**config.mk**
```make
export PLATFORM = sky130hd
export DESIGN_NAME = himsel_top
export DESIGN_NICKNAME = d
export VERILOG_FILES = /design/src/himsel_decode.v /design/src/himsel_top.v
export VERILOG_INCLUDE_DIRS = /design/src /design/src/inc
export SDC_FILE = /design/constraint.sdc
export NUM_CORES = 1
export LEC_CHECK = 0
export ABC_AREA = 1
export ABC_CLOCK_PERIOD_IN_PS = 1250
export BUFFER_PORTS_ARGS = -buffer_cell sky130_fd_sc_hd__buf_2
export CAP_MARGIN = 20
export CORE_MARGIN = 4
export CORE_UTILIZATION = 32
export CTS_CLUSTER_DIAMETER = 80
export DETAILED_ROUTE_END_ITERATION = 7
export PLACE_DENSITY = 0.58
export SYNTH_ARGS = -nofsm -noshare
export SYNTH_HDL_FRONTEND = slang
export SYNTH_SLANG_ARGS = --single-unit
export TNS_END_PERCENT = 20
```
**constraint.sdc**
```tcl
create_clock -name clk_i -period 1.25 [get_ports clk_i]
set_input_delay 0.0625 -clock clk_i [delete_from_list [all_inputs] [get_ports clk_i]]
set_output_delay 0.0625 -clock clk_i [all_outputs]
set_load 0.05 [all_outputs]
```
**src/inc/himsel_map.vh**
```
// constants for the host interface mode select block
`ifndef HIMSEL_MAP_VH
`define HIMSEL_MAP_VH
`define HIMSEL_CFG_OFFSET 8'h02
`define HIMSEL_CFG_RESET 8'h00
`define HIMSEL_CFG_IRQSEL_BIT 5
`define HIMSEL_STRAP_MUX8_A 2'h0
`define HIMSEL_STRAP_MUX16_A 2'h1
`define HIMSEL_STRAP_MUX8_B 2'h2
`define HIMSEL_STRAP_NMUX8_B 2'h3
`define HIMSEL_MODE_MUX8_A 5'h01
`define HIMSEL_MODE_MUX16_A 5'h02
`define HIMSEL_MODE_MUX8_B 5'h04
`define HIMSEL_MODE_NMUX8_B 5'h08
`define HIMSEL_MODE_SERIAL 5'h10
`define HIMSEL_RDATA_IDLE 8'h00
`define HIMSEL_PAD_LOW 1'b0
`define HIMSEL_IRQSEL_PRIMARY 1'b0
`define HIMSEL_IRQSEL_ALTERNATE 1'b1
`endif

```
**src/himsel_decode.v**
```verilog
// strap decoder for the host interface mode
`timescale 1ns/1ns
`default_nettype none
`include "himsel_map.vh"
module himsel_decode (
  input wire strap_sel_hi_i,
  input wire strap_sel_lo_i,
  input wire rd_b_i,
  input wire wr_b_i,
  output reg [4:0] mode_o
);
  // straps and strobes all low select serial, else the strap table
  always @* begin
    mode_o = `HIMSEL_MODE_MUX8_A;
    if (!strap_sel_hi_i && !strap_sel_lo_i && !rd_b_i && !wr_b_i) begin
      mode_o = `HIMSEL_MODE_SERIAL;
    end else begin
      case ({strap_sel_hi_i, strap_sel_lo_i})
        `HIMSEL_STRAP_MUX8_A: mode_o = `HIMSEL_MODE_MUX8_A;
        `HIMSEL_STRAP_MUX16_A: mode_o = `HIMSEL_MODE_MUX16_A;
        `HIMSEL_STRAP_MUX8_B: mode_o = `HIMSEL_MODE_MUX8_B;
        `HIMSEL_STRAP_NMUX8_B: mode_o = `HIMSEL_MODE_NMUX8_B;
        default: mode_o = `HIMSEL_MODE_MUX8_A;
      endcase
    end
  end
endmodule // himsel_decode
`default_nettype wire

```
**src/himsel_top.v**
```verilog
// host interface mode select and interrupt pin mux
// Notes on behaviour
// - interrupt output is active low, open collector, pulled low while pending.
// - select bit 0 puts interrupt on primary pin, alternate pin is port2_bit6.
// - select bit 1 puts interrupt on alternate pin, primary outputs half-supply reference.
// - straps 00/01/10/11 pick 8-bit A, 16-bit A, 8-bit B, 8-bit non-mux B.
// - straps and read/write strobes all low at the first clock after reset select serial mode.
// - serial mode sends data to the host on an open-drain output.
// - serial mode takes host data on a pin shared with an address line.
// - straps weakly pulled low during reset, released afterwards.
`timescale 1ns/1ns
`default_nettype none
`include "himsel_map.vh"
module himsel_top #(
  // register port widths; the config register is one byte at one address
  parameter ADDR_W = 8,
  parameter DATA_W = 8
) (
  input wire clk_i,
  input wire rst_b_i,
  input wire strap_sel_hi_i,
  input wire strap_sel_lo_i,
  input wire rd_b_i,
  input wire wr_b_i,
  input wire [ADDR_W-1:0] reg_addr_i,
  input wire reg_wr_i,
  input wire [DATA_W-1:0] reg_wdata_i,
  output reg [DATA_W-1:0] reg_rdata_o,
  input wire irq_pending_i,
  input wire port2_bit6_out_i,
  input wire port2_bit6_oe_i,
  output wire port2_bit6_in_o,
  input wire addr_shared_i,
  output wire ser_data_in_o,
  input wire ser_data_out_i,
  output wire irq_pri_o,
  output wire irq_pri_oe_o,
  output wire half_ref_en_o,
  output wire irq_alt_o,
  output wire irq_alt_oe_o,
  input wire irq_alt_i,
  output wire ser_out_o,
  output wire ser_out_oe_o,
  output wire strap_pulldown_en_o,
  output reg [4:0] mode_o,
  output wire serial_mode_o
);
  // one-hot capture states: armed until the first clock after reset, then locked
  localparam [1:0] ST_ARMED = 2'b01;
  localparam [1:0] ST_LOCKED = 2'b10;
  // config register address at the port width
  localparam [ADDR_W-1:0] CFG_ADDR = `HIMSEL_CFG_OFFSET;

  // capture state and the config byte
  // the held mode lives in mode_o itself, so no second copy can disagree
  reg [1:0] state_q;
  reg [1:0] state_d;
  reg [4:0] mode_d;
  reg [DATA_W-1:0] cfg_q;
  reg [DATA_W-1:0] cfg_d;
  reg [DATA_W-1:0] rdata_d;
  // strap decoder result, meaningful while the straps are steady
  wire [4:0] mode_dec;
  // interrupt routing select from the config byte
  wire irq_pin_select;
  // pin mux results, one per pad function
  reg half_ref;
  reg alt_drv;
  reg alt_oe;
  reg p2_in;

  // address match for the config register; shared by write and read paths
  function cfg_hit;
    input [ADDR_W-1:0] addr;
    begin
      cfg_hit = (addr == CFG_ADDR);
    end
  endfunction

  // open-collector and open-drain pads pull low only when they own the pin
  // and have something to assert; otherwise the pad is left to its pull-up
  function oc_drive;
    input owns_pin;
    input assert_low;
    begin
      oc_drive = owns_pin & assert_low;
    end
  endfunction

  // the decoder is purely combinational; its output only matters on the
  // capture edge, so glitches while the straps settle are harmless
  himsel_decode u_decode (
    .strap_sel_hi_i(strap_sel_hi_i),
    .strap_sel_lo_i(strap_sel_lo_i),
    .rd_b_i(rd_b_i),
    .wr_b_i(wr_b_i),
    .mode_o(mode_dec)
  );

  // capture once, then hold
  // armed takes the decoded mode and locks; an unknown state also locks,
  // so a corrupted state never re-samples the straps in the middle of a run
  always @* begin
    state_d = state_q;
    mode_d = mode_o;
    case (state_q)
      ST_ARMED: begin
        state_d = ST_LOCKED;
        mode_d = mode_dec;
      end
      ST_LOCKED: begin
        state_d = ST_LOCKED;
      end
      default: begin
        state_d = ST_LOCKED;
      end
    endcase
  end

  // async reset loads constants only; the straps are read on the first clock
  // after release, so the host must keep its strobes steady through that edge
  always @(posedge clk_i or negedge rst_b_i) begin
    if (!rst_b_i) begin
      state_q <= ST_ARMED;
      mode_o <= `HIMSEL_MODE_MUX8_A;
    end else begin
      state_q <= state_d;
      mode_o <= mode_d;
    end
  end

  assign strap_pulldown_en_o = (state_q == ST_ARMED);
  // serial flag is a plain decode of the held mode
  assign serial_mode_o = (mode_o == `HIMSEL_MODE_SERIAL);

  // config write: other addresses are ignored and no error is flagged
  always @* begin
    cfg_d = cfg_q;
    if (reg_wr_i && cfg_hit(reg_addr_i)) begin
      cfg_d = reg_wdata_i;
    end
  end

  // config byte; reset routes the interrupt to the primary pin
  always @(posedge clk_i or negedge rst_b_i) begin
    if (!rst_b_i) begin
      cfg_q <= `HIMSEL_CFG_RESET;
    end else begin
      cfg_q <= cfg_d;
    end
  end

  // read mux: unmapped addresses read as zero
  always @* begin
    rdata_d = `HIMSEL_RDATA_IDLE;
    if (cfg_hit(reg_addr_i)) begin
      rdata_d = cfg_q;
    end
  end

  // read data is registered, so it trails the address by one clock and
  // shows the byte as it stood before a write on the same edge
  always @(posedge clk_i or negedge rst_b_i) begin
    if (!rst_b_i) begin
      reg_rdata_o <= `HIMSEL_RDATA_IDLE;
    end else begin
      reg_rdata_o <= rdata_d;
    end
  end

  // interrupt routing bit; a write takes effect on the pads one clock later
  assign irq_pin_select = cfg_q[`HIMSEL_CFG_IRQSEL_BIT];

  // open collector, drives low
  // the pad value is tied low; the enable alone says whether it pulls
  assign irq_pri_o = `HIMSEL_PAD_LOW;
  assign irq_pri_oe_o = oc_drive(!irq_pin_select, irq_pending_i);

  // select 1, primary gives reference
  // the alternate pad belongs either to port logic or to the interrupt, never
  // both, so a change of select cannot make two drivers fight on it
  always @* begin
    half_ref = 1'b0;
    alt_drv = `HIMSEL_PAD_LOW;
    alt_oe = 1'b0;
    p2_in = 1'b0;
    case (irq_pin_select)
      `HIMSEL_IRQSEL_PRIMARY: begin
        alt_drv = port2_bit6_out_i;
        alt_oe = port2_bit6_oe_i;
        p2_in = irq_alt_i;
      end
      `HIMSEL_IRQSEL_ALTERNATE: begin
        half_ref = 1'b1;
        alt_oe = oc_drive(irq_pin_select, irq_pending_i);
      end
      default: begin
        half_ref = 1'b0;
      end
    endcase
  end

  // pin mux results to the pads
  assign half_ref_en_o = half_ref;
  assign irq_alt_o = alt_drv;
  assign irq_alt_oe_o = alt_oe;
  // port logic reads zero while the interrupt owns the alternate pin
  assign port2_bit6_in_o = p2_in;

  // open-drain serial out
  // a one is sent by releasing the pad, a zero by pulling it low
  assign ser_out_o = `HIMSEL_PAD_LOW;
  assign ser_out_oe_o = oc_drive(serial_mode_o, !ser_data_out_i);
  // serial input from address pin
  // gated to zero outside serial mode so the address bus never leaks through
  assign ser_data_in_o = serial_mode_o ? addr_shared_i : 1'b0;
endmodule // himsel_top
`default_nettype wire

```
Yosys cells after proc, flatten, opt, wreduce, memory -nomap -nowiden
Cells that the tools add are included.
{"block": "op_classes", "add_sub_neg": 0, "n_mux": 8, "n_div": 0, "n_eq_ne": 6, "bitwise_logic": 4, "n_mul": 0, "n_lt_le_gt_ge": 0, "reduce_logical": 11, "shifts": 0}
{"operator": "case mux 5 bit (4 select lines)", "count": 1}
{"operator": "== test 8 x 2 -> 1 bit, second input constant", "count": 1}
{"operator": "two-way mux 8 bit", "count": 1}
{"operator": "logical NOT 1 bit", "count": 6}
{"operator": "== test 5 bit, second input constant", "count": 1}
{"operator": "two-way mux 5 bit", "count": 1}
{"operator": "== test 2 x 1 -> 1 bit, second input constant", "count": 2}
{"operator": "== test 2 bit, second input constant", "count": 2}
{"operator": "logical AND 1 bit", "count": 4}
{"operator": "two-way mux 1 bit", "count": 4}
{"operator": "bitwise AND 1 bit", "count": 3}
{"operator": "logical NOT 2 bit", "count": 1}
{"operator": "case mux 1 bit (2 select lines)", "count": 1}
{"operator": "inverter 1 bit", "count": 1}
{"block": "word_totals", "romBits": 0, "memories": 0, "inputBits": 29, "latchBits": 0, "ramBits": 0, "reg_bits": 23}

Logic depth before layout (Yosys ltp)
{"block": "depth", "word_depth": 5, "ltp_mapped": 6, "mapped_depth_nobuf": 6}

Hierarchy
A second synthesis with hierarchy kept.
{"block": "unflattened", "cells_unflattened": 138, "hier_area_um2": 1088.5}
{"mod": "himsel_top", "area_each_um2": 1034.7, "n_inst": 1, "cells_per_inst": 125}
{"mod": "himsel_decode", "area_each_um2": 53.8, "n_inst": 1, "cells_per_inst": 13}

Worst setup path after synthesis
Ideal clock, no wire load.
{"block": "synth_timing", "kind": "register -> output", "start": "reg cfg_q[5]", "end": "out irq_alt_oe_o", "arrival_ps": 1951, "slack_ps": -764, "path_stages_with_launch": 3, "cell_sequence": "dfrtp_1 inv_1 o21ai_0"}
{"block": "synth_via", "elab_chain_len": 2, "elab_cells_between_ends": 3, "classes_between": "mux (1); bitwise (2)"}
{"item": "start: declaration", "line_no": "himsel_top.v:59", "text": "reg [DATA_W-1:0] cfg_q;"}
{"item": "start signal: assignment", "line_no": "himsel_top.v:147", "text": "cfg_q <= `HIMSEL_CFG_RESET;"}
{"item": "start signal: assignment", "line_no": "himsel_top.v:149", "text": "cfg_q <= cfg_d;"}
{"item": "bitwise AND 1 bit / inverter 1 bit (equally long branches)", "line_no": "himsel_top.v:86, himsel_top.v:187"}
{"item": "case mux 1 bit (2 select lines) (*)", "line_no": "himsel_top.v:187", "text": "case (irq_pin_select)"}
{"item": "end: declaration", "line_no": "himsel_top.v:40", "text": "output wire irq_alt_oe_o,"}
Mark *: on every way between the ends. The rest lies on a longest branch, timed or not.

Worst setup path in the final report
{"block": "layout_timing", "start": "reg mode_o[3]", "end": "out ser_data_in_o"}
{"block": "layout_via", "elab_chain_len": 2}
{"item": "start: declaration", "line_no": "himsel_top.v:45", "text": "output reg [4:0] mode_o,"}
{"item": "start signal: assignment", "line_no": "himsel_top.v:125", "text": "mode_o <= `HIMSEL_MODE_MUX8_A;"}
{"item": "start signal: assignment", "line_no": "himsel_top.v:128", "text": "mode_o <= mode_d;"}
{"item": "== test 5 bit (no source line)"}
{"item": "two-way mux 1 bit", "line_no": "himsel_top.v:216", "text": "assign ser_data_in_o = serial_mode_o ? addr_shared_i : 1'b0;"}
{"item": "end: declaration", "line_no": "himsel_top.v:34", "text": "output wire ser_data_in_o,"}
No other way between the ends.

==> impl_metrics.yaml <==
cts:
  cts-root-buf: "clkbuf_4"
  htreeDepth: 1
  clockBufferDepth: 2
  clk-insertion-delay-late_ns: 0.30
  cts_tree: "built"
  cts_buffers: 3
  cts.sinks: 23
  clk_pin_slew_ns: 0.11
pwr:
  p_comb_share_pct: 28.0
  power_leakage_nw: 0.890
  p_switching_uw: 509
  internal_power_mw: 1.07
  switching_share_pct: 32.3
  p_per_area_nw_per_um2: 979
  power_frac_seq_pct: 51.2
  power_frac_clock_pct: 20.8
  max-vdd-ir-drop_v: 0.000609
synth:
  yosys.area_share.simple_pct: 30.1
  syn_area_um2: 1050
  synth_area_per_cell_um2: 8.31
  synth_seq_cells: 23
  syn_inst: 126
  muxShareOfSynthArea_pct: 0
  synthAdderAreaFrac_pct: 0
  synth.yosys.warnings: 0
  synth_compound_area_share_pct: 2.87
  ys_seq_area_share_pct: 55.2
  ys_types: 16
  synth_top_family_by_area: "simple AND/OR/NAND/NOR gates"
  synthXorXnorAreaFrac_pct: 0
finish:
  area_growth_pct: 53.4
  fillers: 332
  drive_gt1_share_pct: 45.3
  multi_input_area_um2: 412
  final_util_pct: 51.8
  most-common-layout-cells: "buf_2 (42), nand2_1 (25), inv_1 (22)"
  regArea_um2: 582
  n_antenna_cell: 0
  final_common_cell: "buf_2"
  final_nets: 222
die:
  fp.dieW_um: 65.2
  rows: 20
  ioPinCount: 53
  core_um2: 3100
  dieHeight_um: 65.2
  die_area_um2: 4250
  start_util_pct: 33.7
timing:
  finalCritPeriodShare_pct: 115
  period_minus_slack_ns: 1.44
  drv_slew: 0
  max_freq_ghz: 0.693
  clock-skew-final_ns: 0.00720
  finalHoldViolations: 0
  worst_slack_ns: -0.193
  rsz0062_at_grt: "yes"
  setup_viol: 4
worst_setup_path:
  crit_type: "reg -> out"
  cp.required_ns: 1.19
  startpoint_type: "flip-flop"
  worst-r2r-cell-count: 5
  cp_data_arrival_time_ns: 1.38
  cp-end-kind: "primary output"
  critPathMaxFanout: 3
route:
  drt_pass1_iterations: 4
  drt-total-wl_mm: 2.20
  via_per_inst: 4.15
  drt_iter0_drc: 23
  drc: 0
  ant_nets: 0
  wl_per_cell_um: 9.32
  via_count: 979
placement:
  dp_slack_ns: -0.00604
  hpwl_mm: 1.70
  place.gp.congestion: 0.717
  io_buffer_count: 50
grt:
  grt_pass1_vias: 892
  antenna_found_initial: 0
  grt_first_pass_wirelength_mm: 3.67
  grt_max_degree: 24
  grt_usage_pct: 10.8
  gr-total-overflow: 0
worst_hold_path:
  min_path_type: "in -> reg"
  hold_depth: 3
flow_run:
  cap_violations: 0
status:
  violations: "setup timing"
  status: "complete, but fails checks"
-- critical path: stages (launching register included) --
cell and delay, ns:
dfrtp_2 0.43, nor3_2 0.19, nand3_2 0.18, nor2_4 0.12, buf_6 0.16
-- metrics by stage --
step	cell area, um2	hold slack, ns	setup TNS (ns)	instances	power [mW]
2_1_floorplan	1100	-0.233	-1.14	128	1.09
3_3_place_gp	1400	0.0626	0	221	1.18
3_5_place_dp	1400	0.0622	-0.00604	221	1.19
4_1_cts	1570	0.0144	-0.703	236	1.58
5_1_grt	1610	0.0256	-0.930	236	1.66
6_report	1610	0.0226	-0.569	236	1.57
-- metal layers --
metal  GRT usage, %  vias to the layer above  wire [um]
li1               -                      499          -
met1           12.7                      436        833
met2           19.2                       42       1120
met3           3.93                        2        232
met4           1.55                        0         10
met5              0                        -          0
-- cell type report --
cell class,instances,share of cell area (%)
Tap cell,44,3.43
Multi-Input combinational cell,77,25.6
Inverter,25,6.23
Clock buffer,4,1.64
Timing Repair Buffer,63,26.9
Sequential cell,23,36.2
-- worst paths after layout --
| kind | from | end | slack [ns] |
|---|---|---|---|
| max in group asynchronous | rst_b_i | mode_o[4]$_DFFE_PN0P_ | 0.61 |
| min in group asynchronous | rst_b_i | cfg_q[3]$_DFFE_PN0P_ | 0.27 |
| worst max register to register | state_q[0]$_DFF_PN1_ | mode_o[4]$_DFFE_PN0P_ | 0.14 |
| worst min-delay path | strap_sel_hi_i | mode_o[3]$_DFFE_PN0P_ | 0.02 |
| worst max-delay path | mode_o[3]$_DFFE_PN0P_ | ser_data_in_o | -0.19 |
| worst min register to register | cfg_q[3]$_DFFE_PN0P_ | cfg_q[3]$_DFFE_PN0P_ | 0.48 |
-- repair_timing --
item	CTS	global route
hold buffers	9	0
pin swaps	3	0
gates resized for setup	14	11
endpoints found under the setup margin	8	8
buffers inserted	2	0
endpoints found under the hold margin	29	0
-- power groups by stage --
stage,registers [mW],logic [mW],clock network (mW)
detailed placement,0.821,0.373,0
global route,0.812,0.476,0.369
CTS,0.805,0.432,0.343
finish,0.805,0.441,0.328
floorplan,0.891,0.195,0
global placement,0.818,0.367,0
-- synth_stat cells --
cell | instances | area share [%]
nor2_1 | 14 | 5.0
nand3_1 | 13 | 6.2
nor2_8 | 1 | 1.9
o21ai_0 | 5 | 2.4
buf_4 | 2 | 1.4
dfstp_2 | 2 | 5.0
buf_2 | 1 | 0.48
conb_1 | 2 | 0.72
inv_1 | 24 | 8.6
nand2_1 | 26 | 9.3
nand2_2 | 2 | 1.2
inv_4 | 1 | 0.60
nor3_1 | 1 | 0.48
nor2_2 | 10 | 6.0
a21oi_1 | 1 | 0.48
dfrtp_1 | 21 | 50
-- sequential cells by signal (all words and copies together), names as in the netlist --
signal,cells
cfg_q,8
reg_rdata_o,8
mode_o,5
state_q,2
-- cell families after synthesis --
group,count (synthesis)
AND/OR/NAND/NOR,67
buffers and inverters,28
flip-flops,23
AO/OA/AOI/OAI,6
other,2
Note: power is estimated with default switching activity, not from simulation.
